$ cat config.mk
export PLATFORM = sky130hd
export DESIGN_NAME = hoc_top
export DESIGN_NICKNAME = d
export VERILOG_FILES = /design/src/rtl/hoc_pkg.sv /design/src/rtl/hoc_gain_channel.sv /design/src/rtl/hoc_top.sv
export SDC_FILE = /design/constraint.sdc
export NUM_CORES = 1
export LEC_CHECK = 0
export BUFFER_PORTS_ARGS = -buffer_cell sky130_fd_sc_hd__buf_2
export CORE_UTILIZATION = 50
export DETAILED_ROUTE_END_ITERATION = 10
export PLACE_DENSITY = 0.89
export RECOVER_POWER = 50
export SETUP_SLACK_MARGIN = 0.4
export SYNTH_ARGS = -nofsm -noshare
export SYNTH_HDL_FRONTEND = slang
export SYNTH_SLANG_ARGS = --single-unit
$ cat constraint.sdc
create_clock -name clk_i -period 3.5 [get_ports clk_i]
set_clock_uncertainty 0.15 [all_clocks]
set_input_delay 0.7 -clock clk_i [delete_from_list [all_inputs] [get_ports clk_i]]
set_output_delay 0.7 -clock clk_i [all_outputs]
set_load 0.1 [all_outputs]
$ cat src/rtl/hoc_pkg.sv
// Purpose: Shared constants, types and decode helpers for the headphone output control bank.
// Assumes: Classic Wishbone with 32-bit data, one register per aligned word.
// Notes:   Register indices are the printed offsets; the byte address is four times the index.

package hoc_pkg;

  // ---------------------------------------------------------------------------
  // Register indices
  // ---------------------------------------------------------------------------
  localparam logic [7:0] HOC_IDX_LEFT_CONTROL   = 8'hd0;
  localparam logic [7:0] HOC_IDX_LEFT_GAIN      = 8'hd1;
  localparam logic [7:0] HOC_IDX_RIGHT_CONTROL  = 8'hd2;
  localparam logic [7:0] HOC_IDX_RIGHT_GAIN     = 8'hd3;
  localparam logic [7:0] HOC_IDX_OUTPUT_SUPPLY  = 8'hd5;
  localparam logic [7:0] HOC_IDX_SUPPLY_KEY     = 8'hd7;

  // ---------------------------------------------------------------------------
  // Field positions and values
  // ---------------------------------------------------------------------------
  localparam int unsigned HOC_CTRL_FIELD_LSB     = 2;
  localparam int unsigned HOC_ENABLE_BIT         = 7;
  localparam int unsigned HOC_MUTE_BIT           = 6;
  localparam int unsigned HOC_RAMP_BIT           = 5;
  localparam int unsigned HOC_ZERO_CROSS_BIT     = 4;
  localparam int unsigned HOC_DRIVE_BIT          = 3;
  localparam int unsigned HOC_MIN_HOLD_BIT       = 2;
  localparam int unsigned HOC_SUPPLY_BIT         = 4;
  localparam int unsigned HOC_DIFF_BIT           = 0;
  localparam logic [7:0]  HOC_SUPPLY_KEY_VALUE   = 8'hc3;

  // Gain codes: one code per 1.5 dB, linear from the lowest legal code upward.
  localparam logic [5:0]  HOC_GAIN_MIN_CODE      = 6'h15;
  localparam logic [5:0]  HOC_GAIN_ZERO_DB_CODE  = 6'h3b;
  localparam logic [5:0]  HOC_GAIN_MAX_CODE      = 6'h3f;

  // ---------------------------------------------------------------------------
  // Types
  // ---------------------------------------------------------------------------
  // Channel control field, six bits, bits 7 down to 2 of the control register.
  typedef struct packed {
    logic enable;
    logic mute;
    logic ramp;
    logic zero_cross;
    logic drive;
    logic min_hold;
  } hoc_ctrl_t;

  typedef enum logic [1:0] {
    HOC_MODE_INSTANT,
    HOC_MODE_ZERO_CROSS,
    HOC_MODE_RAMP
  } hoc_mode_t;

  // ---------------------------------------------------------------------------
  // Reset values
  // ---------------------------------------------------------------------------
  localparam hoc_ctrl_t   HOC_CTRL_RESET         = 6'h10;
  localparam logic [5:0]  HOC_GAIN_RESET         = HOC_GAIN_ZERO_DB_CODE;
  localparam logic        HOC_SUPPLY_RESET       = 1'b0;
  localparam logic        HOC_DIFF_RESET         = 1'b0;
  localparam logic        HOC_UNLOCK_RESET       = 1'b0;

  // ---------------------------------------------------------------------------
  // Helpers
  // ---------------------------------------------------------------------------
  function automatic logic hoc_hit(input logic [31:0] adr, input logic [7:0] idx);
    hoc_hit = (adr[31:10] == 22'h00_0000) && (adr[9:2] == idx);
  endfunction : hoc_hit

  function automatic logic [7:0] hoc_ctrl_byte(input hoc_ctrl_t c);
    hoc_ctrl_byte = {c, 2'b00};
  endfunction : hoc_ctrl_byte

endpackage : hoc_pkg

$ cat src/rtl/hoc_gain_channel.sv
// Purpose: Applied-gain tracker for one headphone channel.
// Assumes: Sample tick and zero-cross strobes come from logic on clk_i.
// Notes:   Reserved target codes are treated as the lowest legal code.

`timescale 1ns/1ps
`default_nettype none

module hoc_gain_channel
  import hoc_pkg::*;
(
  input  wire logic       clk_i,
  input  wire logic       rst_i,
  input  wire hoc_ctrl_t  ctrl_i,
  input  wire logic [5:0] target_i,
  input  wire logic       sample_tick_i,
  input  wire logic       zero_cross_i,
  output var  logic [5:0] gain_o,
  output var  logic       busy_o
);

  logic [5:0] applied_ff;
  logic [5:0] gain_ff;
  logic [5:0] target;
  hoc_mode_t  mode;

  // Reserved codes would put the amplifier in an undefined state, so they clamp.
  assign target = (target_i < HOC_GAIN_MIN_CODE) ? HOC_GAIN_MIN_CODE : target_i;

  always_comb begin
    if (ctrl_i.ramp) begin
      mode = HOC_MODE_RAMP;
    end else if (ctrl_i.zero_cross) begin
      mode = HOC_MODE_ZERO_CROSS;
    end else begin
      mode = HOC_MODE_INSTANT;
    end
  end

  // ---------------------------------------------------------------------------
  // Applied gain
  // ---------------------------------------------------------------------------
  always_ff @(posedge clk_i) begin
    if (rst_i) begin
      applied_ff <= HOC_GAIN_RESET;
    end else begin
      unique case (mode)
        HOC_MODE_INSTANT: begin
          applied_ff <= target;
        end
        HOC_MODE_ZERO_CROSS: begin
          if (zero_cross_i) begin
            applied_ff <= target;
          end
        end
        HOC_MODE_RAMP: begin
          if (sample_tick_i && (applied_ff < target)) begin
            applied_ff <= applied_ff + 6'h01;
          end else if (sample_tick_i && (applied_ff > target)) begin
            applied_ff <= applied_ff - 6'h01;
          end
        end
      endcase
    end
  end

  always_ff @(posedge clk_i) begin
    if (rst_i) begin
      gain_ff <= HOC_GAIN_RESET;
    end else begin
      gain_ff <= ctrl_i.min_hold ? HOC_GAIN_MIN_CODE : applied_ff;
    end
  end

  assign gain_o = gain_ff;
  assign busy_o = (applied_ff != target);

  // ---------------------------------------------------------------------------
  // Checks
  // ---------------------------------------------------------------------------
  a_ramp_single_step: assert property (@(posedge clk_i) disable iff (rst_i)
    (mode == HOC_MODE_RAMP) && $past(mode == HOC_MODE_RAMP) && !$past(rst_i)
    |-> ((applied_ff == $past(applied_ff)) || (applied_ff == $past(applied_ff) + 6'h01)
         || (applied_ff == $past(applied_ff) - 6'h01)))
    else $error("ramp moved more than one code");

  a_ramp_needs_tick: assert property (@(posedge clk_i) disable iff (rst_i)
    (ctrl_i.ramp && !sample_tick_i) |=> $stable(applied_ff))
    else $error("ramp stepped without a sample tick");

  a_ramp_over_zc: assert property (@(posedge clk_i) disable iff (rst_i)
    (ctrl_i.ramp && ctrl_i.zero_cross && zero_cross_i && !sample_tick_i)
    |=> $stable(applied_ff))
    else $error("zero cross acted while ramping");

  a_zc_waits: assert property (@(posedge clk_i) disable iff (rst_i)
    (mode == HOC_MODE_ZERO_CROSS && !zero_cross_i) |=> $stable(applied_ff))
    else $error("gain changed before zero cross");

  a_instant_update: assert property (@(posedge clk_i) disable iff (rst_i)
    (mode == HOC_MODE_INSTANT) |=> (applied_ff == $past(target)))
    else $error("instant gain not applied");

  a_min_hold_out: assert property (@(posedge clk_i) disable iff (rst_i)
    ctrl_i.min_hold |=> (gain_o == HOC_GAIN_MIN_CODE))
    else $error("min gain hold not applied");

endmodule : hoc_gain_channel

`default_nettype wire

$ cat src/rtl/hoc_top.sv
// Purpose: Headphone output control bank behind a classic Wishbone slave.
// Assumes: One clock; audio sample tick and zero-cross strobes come from logic on clk_i.
// Notes:   Every access is answered one cycle after the request is seen, mapped or not.
//
// Function
// - Control bit 7 enables channel amplifier, resets off.
// - Control bit 6 mutes channel, reset muted.
// - Bit 5 ramps gain changes, else instant.
// - Bit 4 applies gain at zero crossing.
// - Ramping overrides zero-cross when both set.
// - Bit 3 drives output, else high impedance.
// - Bit 2 holds channel at minimum gain.
// - Six-bit gain code, low codes reserved.
// - Linear map, 1.5 dB per code.
// - Right gain resets to 0 dB code.
// - Supply bit 4 selects single supply.
// - Supply bit writable only after key write.
// - Right channel mirrors left, independently.
//
// Chosen here: register access over Wishbone.

`timescale 1ns/1ps
`default_nettype none

module hoc_top
  import hoc_pkg::*;
(
  input  wire logic        clk_i,
  input  wire logic        rst_i,
  // Wishbone slave
  input  wire logic        wb_cyc_i,
  input  wire logic        wb_stb_i,
  input  wire logic        wb_we_i,
  input  wire logic [31:0] wb_adr_i,
  input  wire logic [31:0] wb_dat_i,
  input  wire logic [3:0]  wb_sel_i,
  output var  logic [31:0] wb_dat_o,
  output var  logic        wb_ack_o,
  // Audio timing
  input  wire logic        sample_tick_i,
  input  wire logic        left_zero_cross_i,
  input  wire logic        right_zero_cross_i,
  // Amplifier controls
  output var  logic        left_amplifier_enable_o,
  output var  logic        left_amplifier_mute_o,
  output var  logic        left_output_drive_o,
  output var  logic [5:0]  left_gain_code_o,
  output var  logic        right_amplifier_enable_o,
  output var  logic        right_amplifier_mute_o,
  output var  logic        right_output_drive_o,
  output var  logic [5:0]  right_gain_code_o,
  output var  logic        single_supply_select_o,
  output var  logic        differential_output_select_o
);

  // ---------------------------------------------------------------------------
  // Declarations
  // ---------------------------------------------------------------------------
  hoc_ctrl_t   left_ctrl_ff;
  hoc_ctrl_t   right_ctrl_ff;
  logic [5:0]  left_gain_ff;
  logic [5:0]  right_gain_ff;
  logic        supply_ff;
  logic        diff_ff;
  logic        unlock_ff;
  logic        ack_ff;
  logic [31:0] dat_ff;
  logic [31:0] nxt_dat;
  logic        req;
  logic        wr_go;
  logic        left_busy;
  logic        right_busy;

  // ---------------------------------------------------------------------------
  // Bus handshake
  // ---------------------------------------------------------------------------
  assign req = wb_cyc_i && wb_stb_i;

  // The write lands on the edge at which the master sees ack, so a master that
  // drops the request early never half-writes a register.
  assign wr_go = req && wb_we_i && ack_ff && wb_sel_i[0];

  always_ff @(posedge clk_i) begin
    if (rst_i) begin
      ack_ff <= 1'b0;
    end else begin
      ack_ff <= req && !ack_ff;
    end
  end

  always_comb begin
    nxt_dat = 32'h0000_0000;
    if (hoc_hit(wb_adr_i, HOC_IDX_LEFT_CONTROL)) begin
      nxt_dat[7:0] = hoc_ctrl_byte(left_ctrl_ff);
    end else if (hoc_hit(wb_adr_i, HOC_IDX_LEFT_GAIN)) begin
      nxt_dat[5:0] = left_gain_ff;
    end else if (hoc_hit(wb_adr_i, HOC_IDX_RIGHT_CONTROL)) begin
      nxt_dat[7:0] = hoc_ctrl_byte(right_ctrl_ff);
    end else if (hoc_hit(wb_adr_i, HOC_IDX_RIGHT_GAIN)) begin
      nxt_dat[5:0] = right_gain_ff;
    end else if (hoc_hit(wb_adr_i, HOC_IDX_OUTPUT_SUPPLY)) begin
      nxt_dat[HOC_SUPPLY_BIT] = supply_ff;
      nxt_dat[HOC_DIFF_BIT]   = diff_ff;
    end
  end

  // Read data is only valid alongside ack; it returns to zero otherwise.
  always_ff @(posedge clk_i) begin
    if (rst_i) begin
      dat_ff <= 32'h0000_0000;
    end else if (req && !ack_ff && !wb_we_i) begin
      dat_ff <= nxt_dat;
    end else begin
      dat_ff <= 32'h0000_0000;
    end
  end

  assign wb_ack_o = ack_ff;
  assign wb_dat_o = dat_ff;

  // ---------------------------------------------------------------------------
  // Channel registers
  // ---------------------------------------------------------------------------
  always_ff @(posedge clk_i) begin
    if (rst_i) begin
      left_ctrl_ff <= HOC_CTRL_RESET;
    end else if (wr_go && hoc_hit(wb_adr_i, HOC_IDX_LEFT_CONTROL)) begin
      left_ctrl_ff <= wb_dat_i[7:HOC_CTRL_FIELD_LSB];
    end
  end

  always_ff @(posedge clk_i) begin
    if (rst_i) begin
      right_ctrl_ff <= HOC_CTRL_RESET;
    end else if (wr_go && hoc_hit(wb_adr_i, HOC_IDX_RIGHT_CONTROL)) begin
      right_ctrl_ff <= wb_dat_i[7:HOC_CTRL_FIELD_LSB];
    end
  end

  always_ff @(posedge clk_i) begin
    if (rst_i) begin
      left_gain_ff <= HOC_GAIN_RESET;
    end else if (wr_go && hoc_hit(wb_adr_i, HOC_IDX_LEFT_GAIN)) begin
      left_gain_ff <= wb_dat_i[5:0];
    end
  end

  always_ff @(posedge clk_i) begin
    if (rst_i) begin
      right_gain_ff <= HOC_GAIN_RESET;
    end else if (wr_go && hoc_hit(wb_adr_i, HOC_IDX_RIGHT_GAIN)) begin
      right_gain_ff <= wb_dat_i[5:0];
    end
  end

  // ---------------------------------------------------------------------------
  // Supply mode and key
  // ---------------------------------------------------------------------------
  // The key opens one write to the supply register; any later write needs a
  // fresh key, so a stray write can never flip the supply mode.
  always_ff @(posedge clk_i) begin
    if (rst_i) begin
      unlock_ff <= HOC_UNLOCK_RESET;
    end else if (wr_go && hoc_hit(wb_adr_i, HOC_IDX_SUPPLY_KEY)) begin
      unlock_ff <= (wb_dat_i[7:0] == HOC_SUPPLY_KEY_VALUE);
    end else if (wr_go && hoc_hit(wb_adr_i, HOC_IDX_OUTPUT_SUPPLY)) begin
      unlock_ff <= 1'b0;
    end
  end

  always_ff @(posedge clk_i) begin
    if (rst_i) begin
      supply_ff <= HOC_SUPPLY_RESET;
    end else if (wr_go && hoc_hit(wb_adr_i, HOC_IDX_OUTPUT_SUPPLY) && unlock_ff) begin
      supply_ff <= wb_dat_i[HOC_SUPPLY_BIT];
    end
  end

  // Zero here is a reserved setting; it is stored as written and left to software.
  always_ff @(posedge clk_i) begin
    if (rst_i) begin
      diff_ff <= HOC_DIFF_RESET;
    end else if (wr_go && hoc_hit(wb_adr_i, HOC_IDX_OUTPUT_SUPPLY)) begin
      diff_ff <= wb_dat_i[HOC_DIFF_BIT];
    end
  end

  // ---------------------------------------------------------------------------
  // Gain trackers
  // ---------------------------------------------------------------------------
  hoc_gain_channel u_left (
    .clk_i         (clk_i),
    .rst_i         (rst_i),
    .ctrl_i        (left_ctrl_ff),
    .target_i      (left_gain_ff),
    .sample_tick_i (sample_tick_i),
    .zero_cross_i  (left_zero_cross_i),
    .gain_o        (left_gain_code_o),
    .busy_o        (left_busy)
  );

  hoc_gain_channel u_right (
    .clk_i         (clk_i),
    .rst_i         (rst_i),
    .ctrl_i        (right_ctrl_ff),
    .target_i      (right_gain_ff),
    .sample_tick_i (sample_tick_i),
    .zero_cross_i  (right_zero_cross_i),
    .gain_o        (right_gain_code_o),
    .busy_o        (right_busy)
  );

  // ---------------------------------------------------------------------------
  // Amplifier outputs
  // ---------------------------------------------------------------------------
  assign left_amplifier_enable_o      = left_ctrl_ff.enable;
  assign left_amplifier_mute_o        = left_ctrl_ff.mute;
  assign left_output_drive_o          = left_ctrl_ff.drive;
  assign right_amplifier_enable_o     = right_ctrl_ff.enable;
  assign right_amplifier_mute_o       = right_ctrl_ff.mute;
  assign right_output_drive_o         = right_ctrl_ff.drive;
  assign single_supply_select_o       = supply_ff;
  assign differential_output_select_o = diff_ff;

  // ---------------------------------------------------------------------------
  // Checks
  // ---------------------------------------------------------------------------
  a_ack_one_cycle: assert property (@(posedge clk_i) disable iff (rst_i)
    wb_ack_o |=> !wb_ack_o)
    else $error("ack held for more than one cycle");

  a_ack_follows_req: assert property (@(posedge clk_i) disable iff (rst_i)
    (req && !wb_ack_o) |=> wb_ack_o)
    else $error("request not answered in one cycle");

  a_ctrl_reset_state: assert property (@(posedge clk_i)
    $past(rst_i) |-> (!left_amplifier_enable_o && left_amplifier_mute_o
                      && !right_amplifier_enable_o && right_amplifier_mute_o
                      && !left_output_drive_o && !right_output_drive_o))
    else $error("control reset state wrong");

  a_ctrl_write_left: assert property (@(posedge clk_i) disable iff (rst_i)
    (wr_go && hoc_hit(wb_adr_i, HOC_IDX_LEFT_CONTROL))
    |=> (left_amplifier_enable_o == $past(wb_dat_i[HOC_ENABLE_BIT]))
        && (left_amplifier_mute_o == $past(wb_dat_i[HOC_MUTE_BIT]))
        && (left_output_drive_o == $past(wb_dat_i[HOC_DRIVE_BIT])))
    else $error("left control write not applied");

  a_right_independent: assert property (@(posedge clk_i) disable iff (rst_i)
    (wr_go && !hoc_hit(wb_adr_i, HOC_IDX_RIGHT_CONTROL)) |=> $stable(right_ctrl_ff))
    else $error("right control changed by another write");

  a_drive_right: assert property (@(posedge clk_i) disable iff (rst_i)
    (wr_go && hoc_hit(wb_adr_i, HOC_IDX_RIGHT_CONTROL))
    |=> (right_output_drive_o == $past(wb_dat_i[HOC_DRIVE_BIT])))
    else $error("right output drive not applied");

  a_supply_locked: assert property (@(posedge clk_i) disable iff (rst_i)
    (wr_go && hoc_hit(wb_adr_i, HOC_IDX_OUTPUT_SUPPLY) && !unlock_ff)
    |=> $stable(single_supply_select_o))
    else $error("supply mode changed without key");

  a_supply_unlocked: assert property (@(posedge clk_i) disable iff (rst_i)
    (wr_go && hoc_hit(wb_adr_i, HOC_IDX_OUTPUT_SUPPLY) && unlock_ff)
    |=> (single_supply_select_o == $past(wb_dat_i[HOC_SUPPLY_BIT])) && !unlock_ff)
    else $error("unlocked supply write not applied once");

  a_gain_reset: assert property (@(posedge clk_i)
    $past(rst_i) |-> (right_gain_ff == HOC_GAIN_ZERO_DB_CODE)
                     && (left_gain_ff == HOC_GAIN_ZERO_DB_CODE))
    else $error("gain reset code wrong");

  a_gain_readback: assert property (@(posedge clk_i) disable iff (rst_i)
    (req && !wb_ack_o && !wb_we_i && hoc_hit(wb_adr_i, HOC_IDX_RIGHT_GAIN))
    |=> (wb_dat_o == {26'h000_0000, right_gain_ff}))
    else $error("gain readback wrong");

  // Once a tracker has settled on a legal code with min hold clear, the pin shows that code one cycle later.
  a_left_settled: assert property (@(posedge clk_i) disable iff (rst_i)
    (!left_busy && !left_ctrl_ff.min_hold && (left_gain_ff >= HOC_GAIN_MIN_CODE))
    |=> (left_gain_code_o == $past(left_gain_ff)))
    else $error("left gain code not applied");

  a_right_settled: assert property (@(posedge clk_i) disable iff (rst_i)
    (!right_busy && !right_ctrl_ff.min_hold && (right_gain_ff >= HOC_GAIN_MIN_CODE))
    |=> (right_gain_code_o == $past(right_gain_ff)))
    else $error("right gain code not applied");

  // Only the exact key value may open the supply bit; anything else leaves it shut.
  a_key_opens: assert property (@(posedge clk_i) disable iff (rst_i)
    (wr_go && hoc_hit(wb_adr_i, HOC_IDX_SUPPLY_KEY))
    |=> (unlock_ff == ($past(wb_dat_i[7:0]) == HOC_SUPPLY_KEY_VALUE)))
    else $error("supply key not decoded");

endmodule : hoc_top

`default_nettype wire

* Word level (Yosys, flattened, before mapping)
Index checks and enable logic that the tools add are counted.
** Word-level totals
- Register bits after elaboration :: 84
- Input port bits :: 76
- Output and inout port bits :: 53
- Logic and storage cells :: 117
** Operators by class
- $add $sub $neg :: 4
- $lt $le $gt $ge :: 6
- Equality and inequality tests :: 15
- Mux-type cells :: 29
- Bitwise operators :: 1
- Reductions and logical operators :: 35
** Operator list (number)
- 6-bit 2-to-1 mux :: 12
- 8-bit equality test (second input constant) :: 7
- 6-bit case mux with 3 select lines :: 2
- 1-bit logical AND :: 23
- 22-bit zero test :: 1
- 6-bit by 1-bit adder with 6-bit output (second input constant) :: 2
- 6-bit > comparator :: 2
- 6-bit by 5-bit < comparator with 1-bit output (second input constant) :: 2
- 6-bit < comparator :: 2
- 6-bit by 1-bit subtractor with 6-bit output (second input constant) :: 2
- 1-bit 2-to-1 mux :: 9
- 2-bit 2-to-1 mux :: 4
- 8-bit 2-to-1 mux :: 1
- 3-bit by 1-bit != test with 1-bit output (second input constant) :: 2
- 2-bit OR reduction :: 3
- 2-bit by 1-bit equality test with 1-bit output (second input constant) :: 2
- 2-bit equality test (second input constant) :: 2
- 2-bit zero test :: 2
- 2-bit != test (second input constant) :: 2
- 2-bit AND reduction :: 2
- 3-bit 2-to-1 mux :: 1
- 3-bit OR reduction :: 1
- 1-bit zero test :: 2
- 2-bit nonzero test :: 1
- 1-bit inverter :: 1

* Longest topological paths before layout
- Word-level depth :: 7
- Depth in mapped cells :: 15
- Mapped depth without buffers :: 15

* By module
A second synthesis with hierarchy kept.
** Second synthesis, totals
- Cell total of the unflattened synthesis :: 421
- Area total of the unflattened synthesis :: 3766.1 um^2
** By module, submodules not included
- hoc_top :: times used 1, cells an instance 225, area each 2019.4 um^2, sequential area each 720.7 um^2
- hoc_gain_channel at u_left :: times used 1, cells an instance 99, area each 902.1 um^2, sequential area each 240.2 um^2
- hoc_gain_channel at u_right :: times used 1, cells an instance 97, area each 844.6 um^2, sequential area each 240.2 um^2

* Least setup slack after synthesis
OpenSTA, ideal clock, no wires.
- Path kind :: reg-to-reg
- Start :: register left_gain_ff[2]
- End :: register u_left.applied_ff[5]
- Setup time :: 0.122 ns
- Data arrival time :: 2.882 ns
- Data required time :: 3.228 ns
- Setup slack :: 0.346 ns
- Cell stages (with the launch flop) :: 16
- Buffers on the path :: 0
- Period minus slack after synthesis :: 3.154 ns
- Path through :: dfxtp_1 > a21o_1 > a21oi_1 > or2_2 > ha_1 > nor2b_1 > o21ai_0 > a21o_1 > nand2b_1 > ha_1 > a211oi_1 > o21bai_1 > a21oi_1 > xor2_1 > mux2i_1 > a221o_1
** On the way
- Word-level cells in the longest chain between the ends :: 6
- Elaborated cells between the ends (all ways) :: 11
- Those cells by class :: order compare: 3; eq/ne: 1; mux: 4; reduce/logical: 3
** RTL lines
- start: declaration :: RTL line hoc_top.sv:61 : logic [5:0] left_gain_ff;
- start signal: assignment :: RTL line hoc_top.sv:144 : left_gain_ff <= wb_dat_i[5:0];
- 6-bit by 5-bit < comparator with 1-bit output :: RTL line hoc_gain_channel.sv:27 : assign target = (target_i < HOC_GAIN_MIN_CODE) ? HOC_GAIN_MIN_CODE : target_i;
- 6-bit 2-to-1 mux (*) :: RTL line hoc_gain_channel.sv:27
- 6-bit < comparator or 6-bit > comparator (tied branches) :: RTL line hoc_gain_channel.sv:56, hoc_gain_channel.sv:58
- 1-bit logical AND, on equally long branches :: RTL line hoc_gain_channel.sv:56, hoc_gain_channel.sv:58
- 6-bit 2-to-1 mux or 3-bit by 1-bit != test with 1-bit output (tied branches)
- 6-bit case mux with 3 select lines or 2-bit AND reduction (tied branches)
- end signal: assignment :: RTL line hoc_gain_channel.sv:48 : applied_ff <= target;
- end signal: assignment :: RTL line hoc_gain_channel.sv:57 : applied_ff <= applied_ff + 6'h01;
- end signal: assignment :: RTL line hoc_gain_channel.sv:59 : applied_ff <= applied_ff - 6'h01;
- end: declaration :: RTL line hoc_gain_channel.sv:21 : logic [5:0] applied_ff;
Every way passes the cells marked *; elsewhere a longest branch is shown, timed or not. The select of a mux whose other input is x is not followed.
A chain may end at the register's enable or synchronous reset.

* Final worst setup path
- Start :: register right_gain_ff[4]
- End :: register u_right.applied_ff[5]
** On the way
- Word-level cells in the longest chain between the ends :: 6
- Elaborated cells between the ends (all ways) :: 11
- Those cells by class :: order compare: 3; eq/ne: 1; mux: 4; reduce/logical: 3
** RTL lines
- start: declaration :: RTL line hoc_top.sv:62 : logic [5:0] right_gain_ff;
- start signal: assignment :: RTL line hoc_top.sv:152 : right_gain_ff <= wb_dat_i[5:0];
- 6-bit by 5-bit < comparator with 1-bit output :: RTL line hoc_gain_channel.sv:27
- 6-bit 2-to-1 mux (*) :: RTL line hoc_gain_channel.sv:27
- 6-bit < comparator or 6-bit > comparator (tied branches) :: RTL line hoc_gain_channel.sv:56, hoc_gain_channel.sv:58
- 1-bit logical AND, on equally long branches :: RTL line hoc_gain_channel.sv:56, hoc_gain_channel.sv:58
- 6-bit 2-to-1 mux or 3-bit by 1-bit != test with 1-bit output (tied branches)
- 6-bit case mux with 3 select lines or 2-bit AND reduction (tied branches)
- end signal: assignment :: RTL line hoc_gain_channel.sv:48
- end signal: assignment :: RTL line hoc_gain_channel.sv:57
- end signal: assignment :: RTL line hoc_gain_channel.sv:59
- end: declaration :: RTL line hoc_gain_channel.sv:21
Marks and branches as above.

==> summary.txt <==
Final layout
  – Diodes inserted: 0
  – Share of layout cells above drive strength 1: 0.2645
  – Area grow syn2layout: 22.48%
  – Fillcell total: 514
  – Final-stage net count: 577
  – Commonest non-fill, non-tap cells in the layout: 51 x dfxtp_1, 45 x buf_2, 41 x nor2_1, 34 x clkbuf_1, 26 x nand2_1
  – Design area: 4219 µm²
  – Most common cell after layout, fill and taps aside: dfxtp_1

Logic synthesis
  – Synth Area in Compound Gates: 0.1591
  – Cell Area, Synth: 3445 µm²
  – Sequential-to-total area share from yosys stat: 0.3487
  – Synth area leader: dfxtp_1
  – Ranking of synthesized cells by area: dfxtp_1 35%, ha_1 7.3%, mux2i_1 7.3%
  – Simple-gate share of the synthesized area: 0.2092
  – Post-synth ARST share: 0
  – EDFF count, synth: 0
  – Adder-Cell Fraction of Synth Area: 0.08427
  – Synth cell types: 54
  – Mean post-synth cell area: 8.743 µm²
  – Syn Inst Count: 394
  – Seq cells post-synth: 60
  – Mux contribution to synthesized area: 0.08899
  – Post-synthesis xor/xnor area fraction: 0.01526
  – Warnings from Yosys: 0
  – Top-area cell type share of the netlist area: 0.3487
  – Largest family of logic cells by synthesized area: simple AND/OR/NAND/NOR gates
  – Post-synth top flop: dfxtp_1

Hold path
  – Hold Path Depth: 2
  – Worst hold path type: reg -> reg

Pwr
  – Leakage: 1.696 nW
  – Power Dens Cells: 345.2 nW/µm²
  – Peak VDD IR: 282.5 µV
  – Pwr Total: 0.001457 W

STA
  – Hold Fails Final Rpt: 0
  – Final WS setup: 0.2284 ns
  – Worst Tran Pin Value: 1.720 ns
  – FMAX: 305.7 MHz
  – Setup_tns: 0 ns
  – Tmin final: 3.272 ns
  – Worst slew margin: -0.1470
  – Tcrit/Tclk final: 0.9347
  – Final setup fails: 0
  – RSZ-0062 raised after global routing: yes
  – Slew Limit Fails: 44

Placement
  – Placement Cell Area: 3810 µm²
  – Final HPWL DP: 6127 µm
  – RD Place Congestion: 0.9330
  – Pre-CTS WS: 0.05660 ns
  – PortBufs: 75

Global route
  – Aggregate global routing overflow: 0
  – First-pass GRT wire length: 13,870 µm
  – Largest net degree at the start of global routing: 44
  – M1 GR Usage: 0.2844
  – Number of global-route vias before repair: 3,040
  – GRT Overall Usage: 0.2452
  – Top Usage Layer GRT: met2
  – Met2 GRT Util: 0.4333
  – Met3 Use GR: 0.05350
  – Initial antenna violation count: 0

Worst setup path
  – Required time of the worst setup path: 3.59 ns
  – Reg2Reg Depth: 13
  – Crit Path Max Fanout: 5
  – Endpoint type of the worst setup path: flip-flop
  – Startpoint types: flip-flop
  – Critical Path AT: 3.37 ns
  – Kind of critical path: reg -> reg

Clock network
  – H-tree lvl count: 3
  – CTS clk-pin slew, worst paths: 0.07 ns
  – Hold buffer count at CTS: 0
  – TritonCTS clock tree: yes
  – CTS Buf Count: 9
  – Longest Clk Path Bufs: 2
  – Clock Tree Root: clkbuf_8
  – Num Clock Sinks: 60
  – Clock Latency Late Sink: 0.33 ns

Drt
  – DRC: 0
  – First-iteration detailed-routing DRC count: 217
  – Antenna-violating nets left: 0
  – Avg WL per Cell: 16.17 µm
  – Routed via count: 3,192
  – DR vias/cell: 5.690
  – Routed WL: 9073 µm
  – DRT Pass-1 Iters: 5

Floorplan
  – Initial Util: 0.5303
  – Boundary Pins: 129
  – Total core area: 6495 µm²
  – Die width: 85 µm
  – Site Rows: 29
  – Die area: 7225 µm²
  – Die Y: 85 µm

Flow run
  – Max-Cap Viols: 1

Outcome
  – Violated checks: max-capacitance violations, max-slew violations
  – Status: complete, but fails checks
-- cell usage after synthesis, types with 3 or more instances --
cell,instances
a211o_1,6
a22oi_1,3
or3_1,3
o21ai_0,16
dfxtp_1,60
o211ai_1,5
xor2_1,4
ha_1,20
nand4_1,4
nor4_1,5
nand2b_1,6
inv_1,16
a211oi_1,4
mux2_2,3
nor3_1,11
nor2_1,43
a21oi_1,24
and3_1,3
buf_4,25
mux2i_1,25
nand2_1,28
nand3_1,11
a21o_1,10
clkbuf_1,10
nor2b_1,10
-- registers in the layout (all words and copies together) (netlist names), 6 cells and up --
| name | cells |
|---|---|
| u_right.applied_ff | 6 |
| right_gain_ff | 6 |
| u_left.gain_o | 6 |
| u_left.applied_ff | 6 |
| u_right.gain_o | 6 |
| left_gain_ff | 6 |
| wb_dat_o | 8 |
-- critical path, stage by stage (launching register included) --
cell	delay, ns
dfxtp_4	0.38
o21ai_0	0.31
ha_1	0.30
nand3_1	0.13
a21oi_2	0.06
nor4b_4	0.32
inv_2	0.16
ha_4	0.32
nand3_2	0.08
o2111ai_2	0.23
nor2_1	0.06
mux2_2	0.28
and4_1	0.19
a311oi_1	0.21
-- layout make-up --
class	count	area [µm²]	share of cell area
clock buffers	12	135.1	0.03203
clock inverters	4	50.05	0.01186
inverters	16	60.06	0.01423
multi-input cells	303	2208	0.5234
flip-flops and latches	60	1230	0.2915
well taps	77	96.34	0.02284
repair buffers	89	439.2	0.1041
-- power by group --
part	switching, W	internal (W)	total [W]	leakage [nW]
Combinational	0.000154	0.0000291	0.000183	1.12
Clock	0.000267	0.000328	0.000595	0.0866
Sequential	0.000000575	0.000678	0.000678	0.485
Total	0.000422	0.00103	0.00146	1.70
-- worst paths after layout --
path / slack, ns / from / end
max: 0.23 / right_gain_ff[4]$_SDFFE_PP1P_ / u_right.applied_ff[5]$_SDFFE_PP1P_
min reg2reg: 0.36 / left_output_drive_o$_SDFFE_PP0P_ / wb_dat_o[3]$_SDFF_PP0_
max reg2reg: 0.23 / right_gain_ff[4]$_SDFFE_PP1P_ / u_right.applied_ff[5]$_SDFFE_PP1P_
min: 0.36 / left_output_drive_o$_SDFFE_PP0P_ / wb_dat_o[3]$_SDFF_PP0_
-- routing by layer --
layer  up-vias  share of wire
li1       1530              -
met1      1503           0.41
met2       135           0.51
met3        24          0.062
met4         0          0.024
met5         -              0
-- logic make-up after synthesis --
group / count (synthesis)
mux: 29
other cells: 1
compound gates: 83
simple gates: 139
xor+xnor: 6
buf+inv: 54
flops: 60
fa+ha+maj: 22
-- per-stage QoR --
| stage | util | hold WS [ns] | instances |
|---|---|---|---|
| final | 0.6496 | 0.3588 | 561 |
| after global routing | 0.6496 | 0.3822 | 561 |
| after CTS | 0.6303 | 0.3407 | 555 |
| after detailed placement | 0.5866 | 0.3260 | 534 |
| after global placement | 0.5866 | 0.3168 | 534 |
| after floorplan | - | 0.3062 | 417 |
-- timing repair --
| action | in CTS | in global routing |
|---|---|---|
| setup endpoints to repair | 7 | 7 |
| pin swaps | 11 | 17 |
| buffers inserted | 5 | 6 |
| gates cloned | 0 | 0 |
| gates resized for setup | 21 | 33 |
Power figures use the tool's default switching activity.
